--- config.mk ---
export PLATFORM = sky130hd
export DESIGN_NAME = etmap_core
export DESIGN_NICKNAME = d
export VERILOG_FILES = /design/src/rtl/etmap_pkg.sv /design/src/rtl/etmap_core.sv
export VERILOG_INCLUDE_DIRS = /design/src /design/src/rtl
export SDC_FILE = /design/constraint.sdc
export NUM_CORES = 2
export LEC_CHECK = 0
export BUFFER_PORTS_ARGS = -buffer_cell sky130_fd_sc_hd__buf_2
export CORE_MARGIN = 2
export CORE_UTILIZATION = 50
export CTS_CLUSTER_SIZE = 25
export DETAILED_ROUTE_END_ITERATION = 10
export PLACE_DENSITY = 0.66
export SKIP_LAST_GASP = 1
export SLEW_MARGIN = 20
export SYNTH_ARGS = -nofsm -noshare
export SYNTH_HDL_FRONTEND = slang
export SYNTH_SLANG_ARGS = --single-unit
--- constraint.sdc ---
create_clock -name clk_sys_i -period 34.8 [get_ports clk_sys_i]
set_input_delay 3.48 -clock clk_sys_i [delete_from_list [all_inputs] [get_ports clk_sys_i]]
set_output_delay 3.48 -clock clk_sys_i [all_outputs]
set_load 0.02 [all_outputs]
--- src/rtl/etmap_consts.svh ---
`ifndef ETMAP_CONSTS_SVH
`define ETMAP_CONSTS_SVH
`define ETMAP_NUM_PRESETS 2
`define ETMAP_NUM_POINTS 12
`define ETMAP_COARSE_POINTS 8
`define ETMAP_COARSE_STEP 8
`define ETMAP_GAIN_POINTS 6
`define ETMAP_TIME_W 16
`define ETMAP_LEVEL_W 8
`define ETMAP_OFFSET_W 4
`define ETMAP_GAIN_W 6
`define ETMAP_CRC_W 8
`define ETMAP_CRC_POLY 8'h07
`define ETMAP_CRC_INIT 8'hFF
`endif

--- src/rtl/etmap_pkg.sv ---
package etmap_pkg;
   typedef enum logic [1:0] {
      ETMAP_IDLE,
      ETMAP_RECORD
   } etmap_phase_t;
endpackage : etmap_pkg

--- src/rtl/etmap_core.sv ---
`timescale 1ns/1ps
`include "etmap_consts.svh"
module etmap_core
   import etmap_pkg::*;
#(
   parameter int NPT = `ETMAP_NUM_POINTS,
   parameter int TW = `ETMAP_TIME_W
) (
   input wire logic clk_sys_i,
   input wire logic rst_i,
   input wire logic wake_i,
   input wire logic thr_wr_i,
   input wire logic thr_preset_i,
   input wire logic [3:0] thr_idx_i,
   input wire logic [TW-1:0] thr_time_i,
   input wire logic [7:0] thr_level_i,
   input wire logic [7:0] thr_crc_i,
   input wire logic thr_commit_i,
   input wire logic [3:0] thr_offset_i,
   input wire logic gain_wr_i,
   input wire logic [2:0] gain_idx_i,
   input wire logic [TW-1:0] gain_time_i,
   input wire logic [5:0] gain_level_i,
   input wire logic [5:0] gain_init_i,
   input wire logic meas_req_i,
   input wire logic meas_preset_i,
   input wire logic [TW-1:0] record_len_i,
   output logic crc_err_o,
   output logic meas_busy_o,
   output logic meas_rejected_o,
   output logic [5:0] gain_o,
   output logic [7:0] threshold_o
);
   localparam int LW = `ETMAP_LEVEL_W;
   localparam int GP = `ETMAP_GAIN_POINTS;

   typedef struct packed {
      logic [1:0][NPT-1:0][TW-1:0] seg_time;
      logic [1:0][NPT-1:0][LW-1:0] seg_level;
      logic [1:0] crc_bad;
      logic [GP-1:0][TW-1:0] g_time;
      logic [GP-1:0][5:0] g_level;
      logic [5:0] g_init;
      logic [3:0] offset;
      etmap_phase_t phase;
      logic preset;
      logic [TW-1:0] tick;
      logic [TW-1:0] rec_len;
      logic rejected;
      logic [5:0] gain;
      logic [7:0] thr;
      logic err;
      logic busy;
   } etmap_state_t;

   etmap_state_t s_reg;
   etmap_state_t s_next;

   // CRC-8 over one preset's stored points, time then level
   function automatic logic [7:0] etmap_crc(
      input logic [NPT-1:0][TW-1:0] t,
      input logic [NPT-1:0][LW-1:0] l
   );
      logic [7:0] c;
      logic [TW+LW-1:0] w;
      c = `ETMAP_CRC_INIT;
      for (int p = 0; p < NPT; p++) begin
         w = {t[p], l[p]};
         for (int b = TW + LW - 1; b >= 0; b--) begin
            if (c[7] ^ w[b]) begin
               c = {c[6:0], 1'b0} ^ `ETMAP_CRC_POLY;
            end else begin
               c = {c[6:0], 1'b0};
            end
         end
      end
      return c;
   endfunction : etmap_crc

   // Effective 8-bit level of a point: coarse scaling and offset for the first 8 points, raw level for the rest
   function automatic logic [7:0] etmap_level(
      input int p,
      input logic [LW-1:0] raw,
      input logic [3:0] off
   );
      logic [8:0] v;
      if (p < `ETMAP_COARSE_POINTS) begin
         v = {1'b0, raw[4:0], 3'b000} + {5'h00, off};
         etmap_level = v[8] ? 8'hFF : v[7:0];
      end else begin
         etmap_level = raw;
      end
   endfunction : etmap_level

   logic [TW-1:0] abs_t;
   logic [7:0] thr_sel;
   logic [5:0] gain_sel;
   logic [7:0] crc_calc;
   logic bad_p;
   logic [TW-1:0] g_end;

   always_comb begin
      s_next = s_reg;
      s_next.rejected = 1'b0;
      bad_p = thr_preset_i;
      // Threshold write touches only the addressed preset
      if (thr_wr_i && thr_idx_i < 4'(NPT)) begin
         s_next.seg_time[bad_p][thr_idx_i] = thr_time_i;
         s_next.seg_level[bad_p][thr_idx_i] = thr_level_i;
      end
      crc_calc = etmap_crc(s_reg.seg_time[bad_p], s_reg.seg_level[bad_p]);
      if (thr_commit_i) begin
         s_next.crc_bad[bad_p] = (crc_calc != thr_crc_i);
      end
      s_next.offset = thr_offset_i;
      if (gain_wr_i && gain_idx_i < 3'(GP)) begin
         s_next.g_time[gain_idx_i] = gain_time_i;
         s_next.g_level[gain_idx_i] = gain_level_i;
      end
      s_next.g_init = gain_init_i;

      // Threshold level at the current record time
      abs_t = '0;
      thr_sel = etmap_level(0, s_reg.seg_level[s_reg.preset][0],
         s_reg.offset);
      for (int p = 0; p < NPT; p++) begin
         abs_t = abs_t + s_reg.seg_time[s_reg.preset][p];
         if (s_reg.tick >= abs_t) begin
            thr_sel = etmap_level(p, s_reg.seg_level[s_reg.preset][p],
               s_reg.offset);
         end
      end
      // Gain steps through the shared schedule, last one held
      abs_t = '0;
      gain_sel = s_reg.g_init;
      for (int g = 0; g < GP; g++) begin
         abs_t = abs_t + s_reg.g_time[g];
         if (s_reg.tick >= abs_t) begin
            gain_sel = s_reg.g_level[g];
         end
      end
      g_end = abs_t;

      unique case (s_reg.phase)
         ETMAP_IDLE: begin
            s_next.tick = '0;
            s_next.gain = s_reg.g_init;
            s_next.thr = 8'h00;
            if (meas_req_i) begin
               if (s_reg.crc_bad != 2'b00) begin
                  s_next.rejected = 1'b1;
               end else begin
                  s_next.phase = ETMAP_RECORD;
                  s_next.preset = meas_preset_i;
                  s_next.rec_len = record_len_i;
               end
            end
         end
         ETMAP_RECORD: begin
            s_next.gain = gain_sel;
            s_next.thr = thr_sel;
            s_next.tick = s_reg.tick + 1'b1;
            if (s_reg.tick >= s_reg.rec_len) begin
               s_next.phase = ETMAP_IDLE;
            end
         end
      endcase

      if (wake_i) begin
         s_next.seg_time = '0;
         s_next.seg_level = '0;
         s_next.crc_bad = 2'b11;
         s_next.phase = ETMAP_IDLE;
      end
      // Output flags registered from the next state, no extra lag
      s_next.err = s_next.crc_bad != 2'b00;
      s_next.busy = s_next.phase == ETMAP_RECORD;
   end

   always_ff @(posedge clk_sys_i) begin
      if (rst_i) begin
         s_reg <= '0;
         s_reg.crc_bad <= 2'b11;
         s_reg.err <= 1'b1;
         s_reg.phase <= ETMAP_IDLE;
      end else begin
         s_reg <= s_next;
      end
   end

   assign crc_err_o = s_reg.err;
   assign meas_busy_o = s_reg.busy;
   assign meas_rejected_o = s_reg.rejected;
   assign gain_o = s_reg.gain;
   assign threshold_o = s_reg.thr;

   a_reject_on_err: assert property (@(posedge clk_sys_i) disable iff (rst_i)
      (meas_req_i && !meas_busy_o && crc_err_o && !wake_i)
      |=> meas_rejected_o && !meas_busy_o)
      else $error("measurement accepted with CRC error");
   a_no_start_err: assert property (@(posedge clk_sys_i) disable iff (rst_i)
      $rose(meas_busy_o) |-> !$past(crc_err_o))
      else $error("record began while CRC error set");
   a_wake_sets_err: assert property (@(posedge clk_sys_i) disable iff (rst_i)
      wake_i |=> crc_err_o && !meas_busy_o)
      else $error("wake-up did not raise CRC error");
   a_err_holds: assert property (@(posedge clk_sys_i) disable iff (rst_i)
      (crc_err_o && !thr_commit_i) |=> crc_err_o)
      else $error("CRC error cleared without commit");
   a_idle_gain: assert property (
      @(posedge clk_sys_i) disable iff (rst_i)
      !meas_busy_o ##1 (!meas_busy_o && !$past(rst_i, 2))
      |-> gain_o == $past(gain_init_i, 2))
      else $error("idle gain not initial gain");
   a_idle_thr: assert property (@(posedge clk_sys_i) disable iff (rst_i)
      !meas_busy_o ##1 !meas_busy_o |-> threshold_o == 8'h00)
      else $error("threshold output active while idle");
   a_reject_req: assert property (
      @(posedge clk_sys_i) disable iff (rst_i)
      meas_rejected_o |-> $past(meas_req_i) && $past(crc_err_o))
      else $error("rejection without request under error");
   a_start_req: assert property (
      @(posedge clk_sys_i) disable iff (rst_i)
      $rose(meas_busy_o) |-> $past(meas_req_i) && s_reg.tick == '0)
      else $error("record began without request");
   a_busy_not_rej: assert property (
      @(posedge clk_sys_i) disable iff (rst_i)
      !(meas_busy_o && meas_rejected_o))
      else $error("busy and rejected together");
   a_reset_err: assert property (
      @(posedge clk_sys_i) disable iff (rst_i)
      $past(rst_i) |-> crc_err_o && !meas_busy_o && !meas_rejected_o)
      else $error("wrong flags after reset");
   a_tick_step: assert property (
      @(posedge clk_sys_i) disable iff (rst_i)
      (meas_busy_o && $past(meas_busy_o))
      |-> s_reg.tick == $past(s_reg.tick) + 1'b1)
      else $error("record time did not advance");
   a_rec_stable: assert property (
      @(posedge clk_sys_i) disable iff (rst_i)
      (meas_busy_o && $past(meas_busy_o))
      |-> $stable(s_reg.rec_len) && $stable(s_reg.preset))
      else $error("record settings changed in record");
   a_rec_to_idle: assert property (
      @(posedge clk_sys_i) disable iff (rst_i)
      (meas_busy_o && s_reg.tick >= s_reg.rec_len) |=> !meas_busy_o)
      else $error("record overran its length");
   a_commit_only: assert property (
      @(posedge clk_sys_i) disable iff (rst_i)
      (!thr_commit_i && !wake_i) |=> $stable(s_reg.crc_bad))
      else $error("CRC flag changed without commit");
   a_p0_keeps_p1: assert property (
      @(posedge clk_sys_i) disable iff (rst_i)
      (thr_wr_i && !thr_preset_i && !wake_i)
      |=> $stable(s_reg.seg_time[1]) && $stable(s_reg.seg_level[1]))
      else $error("write to first preset touched second");
   a_p1_keeps_p0: assert property (
      @(posedge clk_sys_i) disable iff (rst_i)
      (thr_wr_i && thr_preset_i && !wake_i)
      |=> $stable(s_reg.seg_time[0]) && $stable(s_reg.seg_level[0]))
      else $error("write to second preset touched first");
   a_thr_wr_lands: assert property (
      @(posedge clk_sys_i) disable iff (rst_i)
      (thr_wr_i && thr_idx_i < 4'(NPT) && !wake_i)
      |=> s_reg.seg_level[$past(thr_preset_i)][$past(thr_idx_i)]
         == $past(thr_level_i))
      else $error("threshold point write lost");
   a_thr_idx_out: assert property (
      @(posedge clk_sys_i) disable iff (rst_i)
      (thr_wr_i && thr_idx_i >= 4'(NPT) && !wake_i)
      |=> $stable(s_reg.seg_time) && $stable(s_reg.seg_level))
      else $error("out of range threshold index stored");
   a_gain_wr_lands: assert property (
      @(posedge clk_sys_i) disable iff (rst_i)
      (gain_wr_i && gain_idx_i < 3'(GP))
      |=> s_reg.g_level[$past(gain_idx_i)] == $past(gain_level_i)
         && s_reg.g_time[$past(gain_idx_i)] == $past(gain_time_i))
      else $error("gain point write lost");
   a_gain_idx_out: assert property (
      @(posedge clk_sys_i) disable iff (rst_i)
      (gain_wr_i && gain_idx_i >= 3'(GP))
      |=> $stable(s_reg.g_time) && $stable(s_reg.g_level))
      else $error("out of range gain index stored");
   a_wake_clears: assert property (
      @(posedge clk_sys_i) disable iff (rst_i)
      wake_i |=> s_reg.seg_time == '0 && s_reg.seg_level == '0)
      else $error("wake-up left threshold map");
   a_first_gain: assert property (
      @(posedge clk_sys_i) disable iff (rst_i)
      (meas_busy_o && $past(meas_busy_o)
         && $past(s_reg.tick) < $past(s_reg.g_time[0]))
      |-> gain_o == $past(s_reg.g_init))
      else $error("gain left initial before first point");
   a_last_gain: assert property (
      @(posedge clk_sys_i) disable iff (rst_i)
      (meas_busy_o && $past(meas_busy_o) && $past(s_reg.tick) >= $past(g_end))
      |-> gain_o == $past(s_reg.g_level[GP-1]))
      else $error("last gain setting not held");
endmodule : etmap_core

==> impl_metrics.yaml <==
status:
  outcome: "finished clean"
min_path:
  hold_depth: 2
  min-delay-start: "s_reg[63]"
  hold_path_class: "reg2reg"
  min_to: "s_reg[63]"
timing:
  clock.fmax_ghz: 0.0542
  worst_pin_slew_ns: 1.27
  rsz0062_at_grt: "no"
  final-max-slew-violation-count: 0
  setup_viol: 0
  relSlewSlack: 0.155
  final.setup_skew_ns: 0.0445
  fin_crit_ns: 18.45
  setup_tns_ns: 0
  min_period_over_period: 0.530
  finalHoldViolations: 0
final_layout:
  final_util: 0.545
  largest_register_ff_count: 755
  layout-drive-gt1-share: 0.0921
  mostFrequentLayoutCells: "nand2_1 (1,530), a21oi_1 (1,152), dfxtp_1 (771), xnor2_1 (623), ha_1 (545)"
  final_common_cell: "nand2_1"
  fin_nets: 7996
  area_growth_pct: 7.91
worst_setup_path:
  rrSetupSlack_ns: 18.83
  critPathKind: "in2reg"
  critPathLaunchType: "primary input"
  r2r-start: "s_reg[402]"
  worst_path_most_repeated_cell: "xnor3_1"
  worst_r2r_path_depth: 36
  required_ns: 35.39
  arrival_ns: 19.04
  critical_path_peak_fanout: 124
  worstSetupEndpointType: "flop"
  critPathSlowestCell: "xnor3_1"
  cp_slowest_stage_delay_ns: 0.59
  r2r-end: "s_reg[195]"
grt:
  grt_overflow: 0
  antenna_found_initial: 15
  grt_max_degree: 125
  grt_usage: 0.316
  grt_pass1_vias: 48619
  grt_first_pass_wirelength_mm: 312
routing:
  wl_per_cell_um: 23.2
  wl_mm: 211
  drt-initial-drc-count: 4939
  firstDrtPassIters: 6
  drc: 0
  viasPerCell: 5.70
  via_count: 51722
  postRouteAntennaNets: 0
clocking:
  worstSkewPairLatency_ns: 0.75
  root_buffer: "clkbuf_16"
  cts_buffers: 92
  clock_path_buffers: 3
  post_cts_buffers: 0
  h-tree-depth: 3
  holdBufCountCts: 0
  tritoncts: "yes"
  clkSlewWorstSetupHoldPaths_ns: 0.06
  ctsResizeCount: 0
  cts_sinks: 772
logic_synthesis:
  synth_cell_types: 61
  async_reset_ff_frac: 0
  yosys.area_share.simple: 0.132
  synth_compound_gate_area_share: 0.135
  synthCells: 7427
  synth-edff-count: 0
  syn_area_mm2: 0.0637
  synth.area.mux_share: 0.0756
  yosys.area_share.adder: 0.112
  syn_area_per_cell_um2: 8.58
  synth_top_family_by_area: "XOR/XNOR gates"
  synth_xor_area_frac: 0.255
  ys_warn_count: 0
  ys_ff_latch: 772
  synth_ff_type: "dfxtp_1"
  yosysSeqAreaShare: 0.243
  synth_fp_nets: 8084
floorplanning:
  start_util: 0.505
  die_h_um: 361
  core_area_mm2: 0.126
  die-area_mm2: 0.130
  io_pins: 113
  die_w_um: 361
  rows: 130
placement:
  gp_congestion: 0.930
  dp_hpwl_mm: 151
  port_buffers: 112
run:
  max-cap-violations: 0
==> routing by layer <==
metal	GRT usage	routed length (µm)	vias up
met3	0.0469	17000	329
met5	0	47	-
met2	0.512	96100	1968
met1	0.428	89900	24768
li1	-	-	24649
met4	0.114	7780	8
==> cells in the mapped netlist (4+ instances only) <==
| cell | instances | area, µm² |
|---|---|---|
| a211oi_1 | 21 | 158 |
| a21o_1 | 59 | 443 |
| a21oi_1 | 1153 | 5770 |
| a31oi_1 | 5 | 31.3 |
| and3_1 | 7 | 43.8 |
| buf_1 | 37 | 139 |
| buf_2 | 33 | 165 |
| buf_4 | 17 | 128 |
| buf_6 | 4 | 45.0 |
| clkbuf_1 | 290 | 1090 |
| dfxtp_1 | 772 | 15500 |
| fa_1 | 16 | 320 |
| ha_1 | 545 | 6820 |
| inv_1 | 409 | 1540 |
| mux2_2 | 215 | 2420 |
| mux2i_1 | 214 | 2140 |
| mux2i_2 | 4 | 55.1 |
| mux4_2 | 6 | 135 |
| nand2_1 | 1534 | 5760 |
| nand2b_1 | 116 | 726 |
| nand3_1 | 35 | 175 |
| nand3b_1 | 5 | 37.5 |
| nor2_1 | 185 | 694 |
| nor2b_1 | 107 | 669 |
| nor3_1 | 14 | 70.1 |
| o21ai_0 | 127 | 636 |
| o21ai_1 | 4 | 20.0 |
| o21bai_1 | 173 | 1300 |
| o221ai_1 | 6 | 52.6 |
| o311ai_0 | 4 | 35.0 |
| o31ai_1 | 5 | 37.5 |
| or2_2 | 4 | 25.0 |
| or3_1 | 11 | 68.8 |
| xnor2_1 | 623 | 5460 |
| xnor2_2 | 26 | 423 |
| xnor2_4 | 4 | 110 |
| xnor3_1 | 266 | 5990 |
| xnor3_2 | 28 | 666 |
| xor2_1 | 253 | 2220 |
| xor2_2 | 9 | 146 |
| xor3_1 | 43 | 1020 |
| xor3_2 | 7 | 175 |
==> worst max-delay path: cells and delay by family <==
kind            cells  cell delay [ns]
buf+inv             2             0.96
xor+xnor           30            12.91
simple gates        2             0.55
compound gates      2             0.45
mux                 1             0.45
==> cells by family after synthesis <==
logic type | count (synthesis)
adders and majority gates | 561
AOI/OAI and AO/OA | 1568
buffers and inverters | 790
and+or+nand+nor | 2034
xor gates and xnor gates | 1260
muxes | 442
DFF | 772
==> stage by stage <==
| step | setup slack, ns | std cells | hold WS [ns] | cell area (µm²) |
|---|---|---|---|---|
| finish | 16.35 | 9068 | 0.454 | 68700 |
| global route | 15.65 | 9067 | 0.472 | 68700 |
| global placement | 15.73 | 8895 | 0.441 | 65500 |
| floorplan | 17.54 | 7427 | 0.436 | 63700 |
| detailed placement | 15.55 | 8895 | 0.446 | 65500 |
| CTS | 16.30 | 9066 | 0.454 | 68700 |
==> worst max path at each step <==
| stage | slack [ns] | from | endpoint | depth (start not counted) |
|---|---|---|---|---|
| after floorplan | 17.54 | thr_preset_i | s_reg[194] | 39 |
| after global routing | 15.65 | thr_preset_i | s_reg[195] | 37 |
| after CTS | 16.30 | thr_preset_i | s_reg[195] | 38 |
| after detailed placement | 15.55 | thr_preset_i | s_reg[195] | 38 |
| after global placement | 15.73 | thr_preset_i | s_reg[195] | 38 |
| final | 16.35 | thr_preset_i | s_reg[195] | 37 |
==> layout make-up <==
cell class                 instances  area [µm²]
sequential                       772       15500
clock buffer                     135        2700
fill                           11457       57300
timing repair buffer             199        1250
clock inverter                    36         489
multi-input combinational       5865       45200
inverter                         409        1540
tap                             1650        2060
antenna                            2        5.00
Power is not shown: default switching activity piles up to over one toggle a cycle in this logic, so the estimate is an artifact.
